`config.mk`:
```
export PLATFORM = sky130hd
export DESIGN_NAME = dee_ctrl
export DESIGN_NICKNAME = d
export VERILOG_FILES = /design/src/rtl/dee_ctrl.v /design/src/rtl/dee_mem.v
export VERILOG_INCLUDE_DIRS = /design/src /design/src/rtl
export SDC_FILE = /design/constraint.sdc
export NUM_CORES = 2
export LEC_CHECK = 0
export ABC_AREA = 1
export BUFFER_PORTS_ARGS = -buffer_cell sky130_fd_sc_hd__buf_4
export CAP_MARGIN = 25
export CORE_ASPECT_RATIO = 0.8
export CORE_MARGIN = 5
export CORE_UTILIZATION = 57
export DETAILED_ROUTE_END_ITERATION = 10
export PLACE_DENSITY = 0.76
export SLEW_MARGIN = 20
export SYNTH_ARGS = -nofsm -noshare
export SYNTH_HDL_FRONTEND = slang
export SYNTH_SLANG_ARGS = --single-unit
```
`constraint.sdc`:
```
create_clock -name hclk -period 7 [get_ports hclk]
set_clock_uncertainty 0.15 [all_clocks]
set_input_delay 0.7 -clock hclk [delete_from_list [all_inputs] [get_ports hclk]]
set_output_delay 0.7 -clock hclk [all_outputs]
set_load 0.02 [all_outputs]
```
`src/rtl/dee_map.vh`:
```
// Purpose: Shared constants of the data EEPROM write controller.
// Assumes: Included by bare name from every design file of the block.
// Notes: Array offsets are byte addresses; one byte per 32-bit word.
`ifndef DEE_MAP_VH
`define DEE_MAP_VH

`define DEE_DEC_W 12
`define DEE_CSR_OFF 12'h02C
`define DEE_ARRAY_BASE 12'h400
`define DEE_WIN_HI 11
`define DEE_WIN_LO 10
`define DEE_IDX_HI 9
`define DEE_IDX_LO 2

`define DEE_CSR_RESET 8'h00
`define DEE_BIT_GO 0
`define DEE_BIT_WMODE 1
`define DEE_BIT_IRQEN 2

`define DEE_DATA_W 8
`define DEE_ADDR_W 8
`define DEE_COL_W 4
`define DEE_ROW_W 4
`define DEE_LATCHES 16
`define DEE_LATCH_COUNT 16'h0010
`define DEE_LATCH_CLR 8'hFF
`define DEE_CNT_W 16
`define DEE_ERASE_CYCLES 16'h0064
`define DEE_WRITE_CYCLES 16'h0064

`define DEE_HTRANS_ACT 1
`define DEE_HRESP_OKAY 1'h0
`define DEE_WORD0 32'h00000000

`endif

```
`src/rtl/dee_ctrl.v`:
```
// Purpose: Data EEPROM write controller with an AHB-Lite register slave.
// Assumes: One clock hclk; CPU wait, halt and vector fetch on hclk.
// Notes: Every transfer takes one wait state; responses are always OKAY.
// Summary of operation
// (RQ1) With write mode clear, array reads return the addressed byte.
// (RQ2) With write mode set and idle, array writes fill one of 16 latches.
// (RQ3) Setting program writes all latched bytes to the array in one cycle.
// (RQ4) The row programmed comes from the last array write before start.
// (RQ5) Software keeps latched writes in one row; only low four bits differ.
// (RQ6) Cycle end clears program and write mode together; irq if enabled.
// (RQ7) The pending interrupt clears when the CPU fetches the vector.
// (RQ8) Latches clear only at cycle end and when write mode falls.
// (RQ9) A repeated write to a latch ANDs with the earlier data.
// (RQ10) Latch contents can never be read by the CPU.
// (RQ11) Wait request enters wait at once when idle, else after the cycle.
// (RQ12) Halt stops at once and abandons any programming in progress.
// (RQ13) Array reads with write mode set leave the data bus undriven; here they read zero.
// (RQ14) Array writes with write mode clear are ignored.
// (RQ15) A cycle cut short by reset or software leaves contents unsure.
// (RQ16) Control register resets to 00h; bits 7:3 read zero.
// (RQ17) Write mode clears by software only while program is clear.
// (RQ18) Program bit reads one exactly while a cycle runs.
// (RQ19) The whole erase and write cycle is timed inside the block.
// (RQ20) Cycle length and array window base are module parameters.
// (RQ21) Setting program while write mode is clear starts nothing.
`include "dee_map.vh"

module dee_ctrl #(
	parameter [`DEE_DEC_W-1:0] ARRAY_BASE = `DEE_ARRAY_BASE, // RQ20
	parameter [`DEE_CNT_W-1:0] ERASE_CYCLES = `DEE_ERASE_CYCLES, // RQ20
	parameter [`DEE_CNT_W-1:0] WRITE_CYCLES = `DEE_WRITE_CYCLES // RQ20
) (
	input wire hclk,
	input wire hresetn,
	input wire hsel,
	input wire [31:0] haddr,
	input wire [1:0] htrans,
	input wire hwrite,
	input wire [2:0] hsize,
	input wire [31:0] hwdata,
	input wire hready,
	output reg hreadyout,
	output reg [31:0] hrdata,
	output reg hresp,
	input wire wait_for_irq_instr,
	input wire halt_req,
	input wire irq_vector_fetch,
	output reg done_irq,
	output reg wait_state,
	output reg halt_state
);

	localparam CW = `DEE_CNT_W;
	localparam DW = `DEE_DATA_W;
	localparam AW = `DEE_ADDR_W;
	localparam NL = `DEE_LATCHES;

	localparam [4:0] ST_IDLE = 5'h01;
	localparam [4:0] ST_ERASE = 5'h02;
	localparam [4:0] ST_WRITE = 5'h04;
	localparam [4:0] ST_WAIT = 5'h08;
	localparam [4:0] ST_HALT = 5'h10;

	localparam [CW-1:0] ERASE_LAST = ERASE_CYCLES - 1'b1;
	localparam [CW-1:0] WRITE_LAST = WRITE_CYCLES - 1'b1;
	localparam [CW-1:0] LATCH_COUNT = `DEE_LATCH_COUNT;

	function is_csr;
		input [`DEE_DEC_W-1:0] a;
		begin
			is_csr = (a == `DEE_CSR_OFF);
		end
	endfunction

	function is_array;
		input [`DEE_DEC_W-1:0] a;
		begin
			is_array = (a[`DEE_WIN_HI:`DEE_WIN_LO] ==
				ARRAY_BASE[`DEE_WIN_HI:`DEE_WIN_LO]);
		end
	endfunction

	// Address phase capture.
	reg ap_valid;
	reg ap_write;
	reg ap_csr;
	reg ap_array;
	reg [AW-1:0] ap_idx;

	// Control/status bits.
	reg done_irq_enable;
	reg write_mode_bit;
	reg prog_cycle_go;

	reg [4:0] state;
	reg [4:0] next_state;
	reg [CW-1:0] cnt;
	reg [CW-1:0] next_cnt;

	reg [DW-1:0] latch_data [0:NL-1];
	reg [NL-1:0] latch_vld;
	reg [`DEE_ROW_W-1:0] row;

	reg next_pgm;
	reg next_lat;

	wire accept;
	wire csr_wr;
	wire arr_wr;
	wire rd_done;
	wire prog_start;
	wire sw_abort;
	wire prog_end;
	wire latch_clear;
	wire staging;
	wire [`DEE_COL_W-1:0] col;
	wire [`DEE_COL_W-1:0] commit_col;
	wire commit_slot;
	wire mem_we;
	wire [DW-1:0] mem_rdata;
	wire [DW-1:0] wbyte;
	wire [7:0] csr_view;

	assign accept = hsel & hready & htrans[`DEE_HTRANS_ACT];
	assign csr_wr = ap_valid & ap_write & ap_csr;
	assign arr_wr = ap_valid & ap_write & ap_array;
	assign rd_done = ap_valid & ~ap_write;
	assign wbyte = hwdata[DW-1:0];
	assign col = ap_idx[`DEE_COL_W-1:0];

	// A start needs write mode already set; otherwise it is dropped.
	assign prog_start = csr_wr & wbyte[`DEE_BIT_GO] & write_mode_bit &
		~prog_cycle_go & ~halt_req; // RQ21
	// Clearing program mid-cycle abandons it; the row may be half done.
	assign sw_abort = csr_wr & ~wbyte[`DEE_BIT_GO] & prog_cycle_go; // RQ15
	assign prog_end = (state == ST_WRITE) & (cnt == WRITE_LAST) &
		~halt_req & ~sw_abort;
	assign staging = write_mode_bit & ~prog_cycle_go; // RQ14
	assign latch_clear = prog_end | (write_mode_bit & ~next_lat); // RQ8

	assign commit_col = cnt[`DEE_COL_W-1:0];
	assign commit_slot = (state == ST_WRITE) & (cnt < LATCH_COUNT);
	// Only bytes that were latched are written; others keep their value.
	assign mem_we = commit_slot & latch_vld[commit_col] & ~halt_req &
		~sw_abort; // RQ3

	// Bits 7:3 are tied to zero here rather than stored.
	assign csr_view = {5'h00, done_irq_enable, write_mode_bit,
		prog_cycle_go}; // RQ16

	dee_mem #(
		.AW(AW),
		.DW(DW)
	) u_mem (
		.hclk(hclk),
		.hresetn(hresetn),
		.we(mem_we),
		.waddr({row, commit_col}), // RQ4
		.wdata(latch_data[commit_col]),
		.raddr(haddr[`DEE_IDX_HI:`DEE_IDX_LO]),
		.rdata(mem_rdata)
	);

	// Bus slave: address phase taken, then one wait state, then the data.
	always @(posedge hclk or negedge hresetn) begin
		if (!hresetn) begin
			ap_valid <= 1'b0;
			ap_write <= 1'b0;
			ap_csr <= 1'b0;
			ap_array <= 1'b0;
			ap_idx <= {AW{1'b0}};
			hreadyout <= 1'b1;
			hresp <= `DEE_HRESP_OKAY;
		end else begin
			hresp <= `DEE_HRESP_OKAY;
			if (ap_valid) begin
				ap_valid <= 1'b0;
				hreadyout <= 1'b1;
			end else if (accept) begin
				ap_valid <= 1'b1;
				ap_write <= hwrite;
				ap_csr <= is_csr(haddr[`DEE_DEC_W-1:0]);
				ap_array <= is_array(haddr[`DEE_DEC_W-1:0]);
				ap_idx <= haddr[`DEE_IDX_HI:`DEE_IDX_LO];
				hreadyout <= 1'b0;
			end
		end
	end

	// Read data. Latches are never on this path, only the array and the control register.
	always @(posedge hclk or negedge hresetn) begin
		if (!hresetn) begin
			hrdata <= `DEE_WORD0;
		end else if (rd_done) begin // RQ10
			if (ap_csr) begin
				hrdata <= {24'h000000, csr_view}; // RQ16
			end else if (ap_array & ~write_mode_bit) begin
				hrdata <= {24'h000000, mem_rdata}; // RQ1
			end else begin
				// The bus cannot float, so an undriven read shows zero.
				hrdata <= `DEE_WORD0; // RQ13
			end
		end
	end

	// Next values of the control bits.
	always @* begin
		next_pgm = prog_cycle_go;
		if (halt_req | prog_end | sw_abort) begin
			next_pgm = 1'b0; // RQ6
		end else if (prog_start) begin
			next_pgm = 1'b1;
		end
		next_lat = write_mode_bit;
		if (prog_end) begin
			next_lat = 1'b0; // RQ6
		end else if (csr_wr) begin
			if (wbyte[`DEE_BIT_WMODE]) begin
				next_lat = 1'b1;
			end else if (!prog_cycle_go) begin
				next_lat = 1'b0; // RQ17
			end
		end
	end

	always @(posedge hclk or negedge hresetn) begin
		if (!hresetn) begin
			done_irq_enable <= 1'b0;
			write_mode_bit <= 1'b0;
			prog_cycle_go <= 1'b0;
		end else begin
			if (csr_wr) begin
				done_irq_enable <= wbyte[`DEE_BIT_IRQEN];
			end
			write_mode_bit <= next_lat;
			prog_cycle_go <= next_pgm; // RQ18
		end
	end

	// Programming sequencer: erase phase, then write phase with commit.
	always @* begin
		next_state = state;
		next_cnt = cnt;
		case (state)
			ST_IDLE: begin
				if (halt_req) begin
					next_state = ST_HALT;
				end else if (prog_start) begin
					next_state = ST_ERASE;
					next_cnt = {CW{1'b0}};
				end else if (wait_for_irq_instr) begin
					next_state = ST_WAIT; // RQ11
				end
			end
			ST_ERASE: begin
				if (halt_req) begin
					next_state = ST_HALT; // RQ12
				end else if (sw_abort) begin
					next_state = ST_IDLE;
				end else if (cnt == ERASE_LAST) begin
					next_state = ST_WRITE; // RQ19
					next_cnt = {CW{1'b0}};
				end else begin
					next_cnt = cnt + 1'b1;
				end
			end
			ST_WRITE: begin
				if (halt_req) begin
					next_state = ST_HALT; // RQ12
				end else if (sw_abort) begin
					next_state = ST_IDLE;
				end else if (prog_end) begin
					// A pending wait is entered only after the cycle.
					next_state = wait_for_irq_instr ? ST_WAIT :
						ST_IDLE; // RQ11
					next_cnt = {CW{1'b0}};
				end else begin
					next_cnt = cnt + 1'b1; // RQ19
				end
			end
			ST_WAIT: begin
				if (halt_req) begin
					next_state = ST_HALT;
				end else if (!wait_for_irq_instr) begin
					next_state = ST_IDLE;
				end
			end
			ST_HALT: begin
				if (!halt_req) begin
					next_state = ST_IDLE;
				end
			end
			default: begin
				next_state = ST_IDLE;
				next_cnt = {CW{1'b0}};
			end
		endcase
	end

	always @(posedge hclk or negedge hresetn) begin
		if (!hresetn) begin
			state <= ST_IDLE;
			cnt <= {CW{1'b0}};
			wait_state <= 1'b0;
			halt_state <= 1'b0;
		end else begin
			state <= next_state;
			cnt <= next_cnt;
			wait_state <= (next_state == ST_WAIT); // RQ11
			halt_state <= (next_state == ST_HALT); // RQ12
		end
	end

	// Row latch follows the most recent staged write.
	always @(posedge hclk or negedge hresetn) begin
		if (!hresetn) begin
			row <= {`DEE_ROW_W{1'b0}};
		end else if (arr_wr & staging) begin
			row <= ap_idx[AW-1:`DEE_COL_W]; // RQ4
		end
	end

	// Data latches. Software must stay in one row between cycles, since
	// only the last row seen is used for all sixteen bytes.
	// One process owns every latch, so each has a single driver.
	integer li;
	always @(posedge hclk or negedge hresetn) begin
		if (!hresetn) begin
			for (li = 0; li < NL; li = li + 1) begin
				latch_data[li] <= `DEE_LATCH_CLR;
			end
			latch_vld <= {NL{1'b0}};
		end else if (latch_clear) begin
			for (li = 0; li < NL; li = li + 1) begin
				latch_data[li] <= `DEE_LATCH_CLR; // RQ8
			end
			latch_vld <= {NL{1'b0}};
		end else if (arr_wr & staging) begin // RQ2
			// The clear value is all ones, so AND also covers
			// the first write; repeats over-program.
			latch_data[col] <= latch_data[col] & wbyte; // RQ9
			latch_vld[col] <= 1'b1;
		end
	end
	// Writes with write mode clear fall through every branch above.

	// End-of-cycle interrupt; a new request wins over the vector fetch.
	always @(posedge hclk or negedge hresetn) begin
		if (!hresetn) begin
			done_irq <= 1'b0;
		end else if (prog_end & done_irq_enable) begin
			done_irq <= 1'b1; // RQ6
		end else if (irq_vector_fetch) begin
			done_irq <= 1'b0; // RQ7
		end
	end

endmodule // dee_ctrl

```
`src/rtl/dee_mem.v`:
```
// Purpose: Byte array of the data EEPROM with one write and one read port.
// Assumes: Single clock; write and read addresses from the controller.
// Notes: Read data come out of a register, one cycle after the address.
`include "dee_map.vh"

module dee_mem #(
	parameter AW = `DEE_ADDR_W,
	parameter DW = `DEE_DATA_W
) (
	input wire hclk,
	input wire hresetn,
	input wire we,
	input wire [AW-1:0] waddr,
	input wire [DW-1:0] wdata,
	input wire [AW-1:0] raddr,
	output reg [DW-1:0] rdata
);

	reg [DW-1:0] cells [0:(1<<AW)-1];

	// Cells have no reset, as a real array keeps its contents.
	always @(posedge hclk) begin
		if (we) begin
			cells[waddr] <= wdata;
		end
	end

	always @(posedge hclk or negedge hresetn) begin
		if (!hresetn) begin
			rdata <= {DW{1'b0}};
		end else begin
			rdata <= cells[raddr];
		end
	end

endmodule // dee_mem
```
# Yosys cells after proc, flatten, opt, wreduce, memory -nomap -nowiden
# Memories as Yosys holds them, arrays and structs flattened. A register that Yosys moved wholly into a read port is not among the register bits.
# Cells that the tools add are included.
[totals]
ramBits = 2048
wordCells = 164
output_inout_bits = 37
inputBits = 77
mem_count = 1
register_bits = 220
[memory_table]
columns = ["memory", "depth", "width", "read_ports", "rd_clocked_by_memory_dff", "write_ports", "line", "source"]
rows = [
  ["u_mem.cells", 256, 8, 1, 1, 1, "dee_mem.v:19", "reg [DW-1:0] cells [0:(1<<AW)-1];"],
]
[classes]
eq_ne = 16
magnitude_cmp = 7
add_sub_neg = 1
n_reduce_logical = 10
n_bitwise = 40
n_mux = 56
[ops]
columns = ["op", "n"]
rows = [
  ["128-bit 2-to-1 mux", 2],
  ["16-bit 2-to-1 mux", 10],
  ["128-bit bitwise mux", 1],
  ["8-bit binary-select mux with 4-bit select", 2],
  ["16-bit case mux with 4 select lines", 1],
  ["5-bit 2-to-1 mux", 12],
  ["8-bit 2-to-1 mux", 7],
  ["8-bit demux with 4-bit select", 1],
  ["5-bit case mux with 5 select lines", 1],
  ["1-bit AND", 24],
  ["16-bit by 1-bit adder with 16-bit output (second input constant)", 1],
  ["16-bit by 7-bit == test with 1-bit output (second input constant)", 1],
  ["16-bit by 5-bit less-than comparator with 1-bit output (second input constant)", 1],
  ["1-bit 2-to-1 mux", 16],
  ["16-bit bitwise OR", 1],
  ["12-bit by 6-bit == test with 1-bit output (second input constant)", 1],
  ["2-bit inequality test (second input constant)", 6],
  ["5-bit by 4-bit == test with 1-bit output (second input constant)", 2],
  ["5-bit == test (second input constant)", 2],
  ["5-bit greater-or-equal comparator (second input constant)", 2],
  ["4-bit by 5-bit less-than comparator with 1-bit output (second input constant)", 2],
  ["4-bit NOT with 5-bit output", 2],
  ["1-bit NOT", 9],
  ["8-bit AND", 1],
  ["other kinds (16)", 22],
]

# Logic depth before layout (Yosys ltp)
[depth]
depth_word = 11
depth_mapped = 20
depth_no_buf = 17

# Modules after synthesis
# Synthesis repeated with hierarchy kept, for this count alone.
[unflattened]
hier_cells = 8500
area_unflattened_um2 = 94373.0
[modules_own_cells]
columns = ["module", "cells_each", "instances", "seq_area_each_um2", "area_each_um2"]
rows = [
  ["dee_mem", 7002, 1, 61699.2, 83313.7],
  ["dee_ctrl", 1498, 1, 5067.4, 11059.4],
]

# Least setup slack after synthesis
# No wires, ideal clock.
[synth_timing]
path_type = "register to register"
from = "register cnt[0]"
to = "memory u_mem.cells[0][0] (netlist bit), data pin"
period_less_slack_ns = 6.859
required_time_ns = 5.062
arrival_time_ns = 4.921
path_slack_ns = 0.141
setup_ns = 1.788
n_path_buf = 2
stages_incl_launch_ff = 8
path_cell_list = "dfrtp_1 inv_2 clkbuf_1 clkbuf_1 o21ai_0 o22ai_1 nand2_1 nand4_1"
[synth_via]
elab_chain_cells = 4
[synth_lines]
columns = ["element", "line", "source"]
rows = [
  ["from (decl)", "dee_ctrl.v:97", "reg [CW-1:0] cnt;"],
  ["from (signal assigned)", "dee_ctrl.v:303", "cnt <= {CW{1'b0}};"],
  ["from (signal assigned)", "dee_ctrl.v:308", "cnt <= next_cnt;"],
  ["4-bit NOT with 5-bit output (not written as such)", "dee_ctrl.v:159", ".wdata(latch_data[commit_col]),"],
  ["8-bit binary-select mux with 4-bit select", "dee_ctrl.v:159", ""],
  ["8-bit 2-to-1 mux (not written as such) (2 in series)", "dee_ctrl.v:159", ""],
  ["via u_mem.wdata[0]", "dee_mem.v:14", "input wire [DW-1:0] wdata,"],
  ["to (decl)", "dee_mem.v:19", ""],
]
# The timed path passes the listed nets, and every way through them passes these cells. The select of a mux whose other input is x is not followed.

# Worst setup path in the final report
[layout_timing]
from = "register cnt[0]"
to = "memory u_mem.cells[104][7] (netlist bit), enable pin"
[layout_via]
elab_chain_cells = 7
word_cells_on_any_way = 9
cone_classes = "order compare: 1; mux: 4; bitwise: 4"
[layout_lines]
columns = ["element", "line", "source"]
rows = [
  ["16-bit by 5-bit less-than comparator with 1-bit output / 1-bit binary-select mux with 4-bit select (equally long branches)", "dee_ctrl.v:142, dee_ctrl.v:144", ""],
  ["1-bit AND / 1-bit 2-to-1 mux (equally long branches)", "dee_ctrl.v:142, dee_ctrl.v:144", ""],
  ["1-bit AND (3 in series)", "dee_ctrl.v:144", "assign mem_we = commit_slot & latch_vld[commit_col] & ~halt_req &"],
  ["1-bit 2-to-1 mux", "dee_mem.v:23", "if (we) begin"],
  ["1-bit 2-to-1 mux (not written as such)", "dee_mem.v:24", "cells[waddr] <= wdata;"],
]
# Several ways; a longest one is shown, not always the timed one. The select of a mux whose other input is x is not followed.

==> flow_summary_export.csv <==
group,metric,value,unit
worst_setup_path,r2r-start,"cnt[0]",
sta,layout_worst_path_cycle_share,71.00,%
clocking,clockBufferDepth,3,
synth,synth-edff-count,2048,
run_status,status,"finished clean",
sta,final.setup.tns,0,ps
drt,routedWlPerCell,21.71,um
worst_setup_path,crit_path_top_delay_cell,"dfrtp_2",
power_and_ir_drop,vdd_drop_max,292.1,uV
drt,drt_iter0_drc,9584,
worst_setup_path,path_buf_inv,3,
floorplan,row_count,135,
synth,yosys.area.top_type_share,62.93,%
floorplan,boundaryPins,114,
clocking,clock_sinks,2252,
drt,route.detailed.drc,0,
synth,synth_cells,9410,
synth,synth_area,97720,um^2
synth,ys_types,40,
sta,worstMarginPinSlew,1213,ps
sta,relSlewSlack,19.11,%
worst_setup_path,crit_chain,"inv_2, buf_4, o21ai_1, o21ai_1, nand2_1, nand4_2, nor2_8, nand3_4, buf_4, nor3_2",
global_route,grt_first_pass_wirelength,384700,um
global_route,track_usage,27.63,%
layout,seqCellArea,66770,um^2
sta,holdWs,57.83,ps
layout,utilization,62.50,%
placed_design,placed_area,99640,um^2
drt,vias,69020,
synth,yosys_warnings,0,
layout,layout_common_cells,"2532 x nand2_1, 2048 x edfxtp_1, 1196 x nor2_1, 832 x nand3_1, 685 x inv_1",
floorplan,fp.coreArea,169900,um^2
synth,syn_avg_cell_area,10.38,um^2
clocking,cts-resized-gates,0,
worst_setup_path,crit_path_start,"cnt[0]",
synth,async_reset_ff_share,9.059,%
sta,rsz0062_at_grt,"no",
worst_setup_path,reg2reg_slack,2030,ps
synth,ys.flop_type,"edfxtp_1",
layout,final_area,106200,um^2
worst_setup_path,timing_worst_setup_path_type,"flip-flop to flip-flop",
power_and_ir_drop,p_per_area,288.2,nW/um^2
worst_hold_path,worstHoldStart,"hwdata[7]",
clocking,cts_root_buffer,"clkbuf_16",
layout,final_common_cell,"nand2_1",
synth,synth_area_leader_cell,"edfxtp_1",
worst_setup_path,r2r_end,"u_mem.cells[104][7]",
clocking,clock_latency,830,ps
floorplan,die_area,179900,um^2
global_route,grt_max_degree,220,
worst_setup_path,crit_path_start_kind,"flip-flop",
worst_setup_path,reg2reg_depth,10,
power_and_ir_drop,power,30610,uW
layout,layout-area-overhead-vs-synth,8.682,%
worst_hold_path,min_path_type,"input port to flip-flop",
clocking,numCtsBuffers,204,
sta,max_freq,0.2012,GHz
sta,hold_viol,0,
worst_setup_path,cp_data_required_time,7310,ps
drt,wl,252900,um
layout,final_net_count,9291,
placed_design,gp_congestion,0.9308,
worst_setup_path,cp_max_fo,56,
synth,synth_area_leaders,"edfxtp_1 63%, nand2_1 9.8%, nor2_1 4.6%",
sta,setup_viol,0,
worst_hold_path,hold_end,"latch_data[55]",
clocking,cts_tree,"built",
sta,period_minus_slack,4970,ps
job,max-cap-violations,0,
sta,drv_slew,0,
drt,drt_first_pass_iters,8,
global_route,overflow,0,
worst_hold_path,whs_path_depth,3,
clocking,htreeDepth,4,
worst_setup_path,endpoint_kind,"flip-flop",
floorplan,start_util,57.51,%
global_route,antenna_found_initial,5,
synth,ys_ff_latch,2252,
floorplan,dieHeight,380.3,um
worst_setup_path,critPathMaxStageDelay,760,ps
placed_design,dp_hpwl,140100,um
synth,synth-seq-area-share,68.32,%
drt,ant_nets,0,
layout,nFillCells,12870,
floorplan,die_w,472.9,um
drt,viasPerCell,5.924,
worst_setup_path,crit_family,"simple AND/OR/NAND/NOR gates",
placed_design,port_buffers,40,
worst_setup_path,crit_arrival,5280,ps
layout,drive_above_1_share,8.174,%
clocking,path_clk_slew,60,ps
global_route,grt_pass1_vias,65520,
layout,multi_input_area,26020,um^2
power_and_ir_drop,p_leak,0.03934,uW
==> per-layer routing <==
metal  up-vias  part of all wire (%)  global-route usage, %
li1      31180                     -                      -
met1     32980                    38                  38.84
met2      4267                    45                  42.18
met3       588                    13                  7.309
met4         2                   3.5                  9.536
met5         -                0.0075                      0
==> timing repair <==
action / in CTS / in global routing
buffers inserted: 0 / 0
hold buffers: 7 / 0
hold endpoints to repair: 22 / 0
==> layout make-up <==
type                            count  area share (%)
Sequential cell                  2252           62.87
Clock inverter                    100          0.6609
Timing Repair Buffer              152           1.426
Antenna cell                        7         0.01649
Tap cell                         2260           2.663
Multi-Input combinational cell   5880           24.50
Inverter                          720           2.566
Clock buffer                      279           5.305
==> power by group <==
group          leakage, uW  switching (uW)  total, uW  internal (uW)
combinational       0.0160            2940       3690            751
clock              0.00311            4830      10700           5910
sequential          0.0202             216      16200          16000
total               0.0393            7990      30600          22600
==> cell usage after synthesis (all sizes together), types with 31 or more instances <==
library cell,number
dfstp,130
nor3,143
o22ai,38
a21oi,251
edfxtp,2048
a22oi,64
o211ai,65
nand3,835
nor2,1217
buf,242
o21ai,625
dfrtp,74
nand2,2549
clkbuf,340
inv,712
nand4,31
==> worst min-delay path, stage by stage <==
cell	delay, ps
buf_4	180
nand3_1	100
nand2_1	50
==> flip-flops by register name (all words and copies together) (netlist names), 4 cells and up <==
register / flops
u_mem.cells: 2048
latch_data: 128
cnt: 16
latch_vld: 16
ap_idx: 8
hrdata: 8
u_mem.rdata: 8
state: 5
row: 4
==> per-stage QoR <==
step	cells	worst slack (ps)
after global placement	11240	2324
final	11650	2030
after CTS	11640	2164
after floorplan	9434	140.8
after detailed placement	11250	2186
after global routing	11640	1922
==> cell families after synthesis <==
| logic type | share of synthesized area (%) |
|---|---|
| DFF | 68.32 |
| other | 0.003837 |
| xor gates and xnor gates | 0.03586 |
| AOI/OAI and AO/OA | 5.753 |
| adders and majority gates | 0.05122 |
| and+or+nand+nor | 20.49 |
| buffers and inverters | 5.343 |
==> how the worst max path moves through the flow <==
stage | endpoint | slack [ps] | depth (start not counted)
after detailed placement | u_mem.cells[104][5] | 2190 | 10
after global placement | u_mem.cells[106][5] | 2320 | 10
final | u_mem.cells[104][7] | 2030 | 10
after CTS | u_mem.cells[104][5] | 2160 | 10
after floorplan | u_mem.cells[0][0] | 140 | 7
after global routing | u_mem.cells[106][2] | 1920 | 10
No activity file was read; power rests on OpenSTA's default activity.
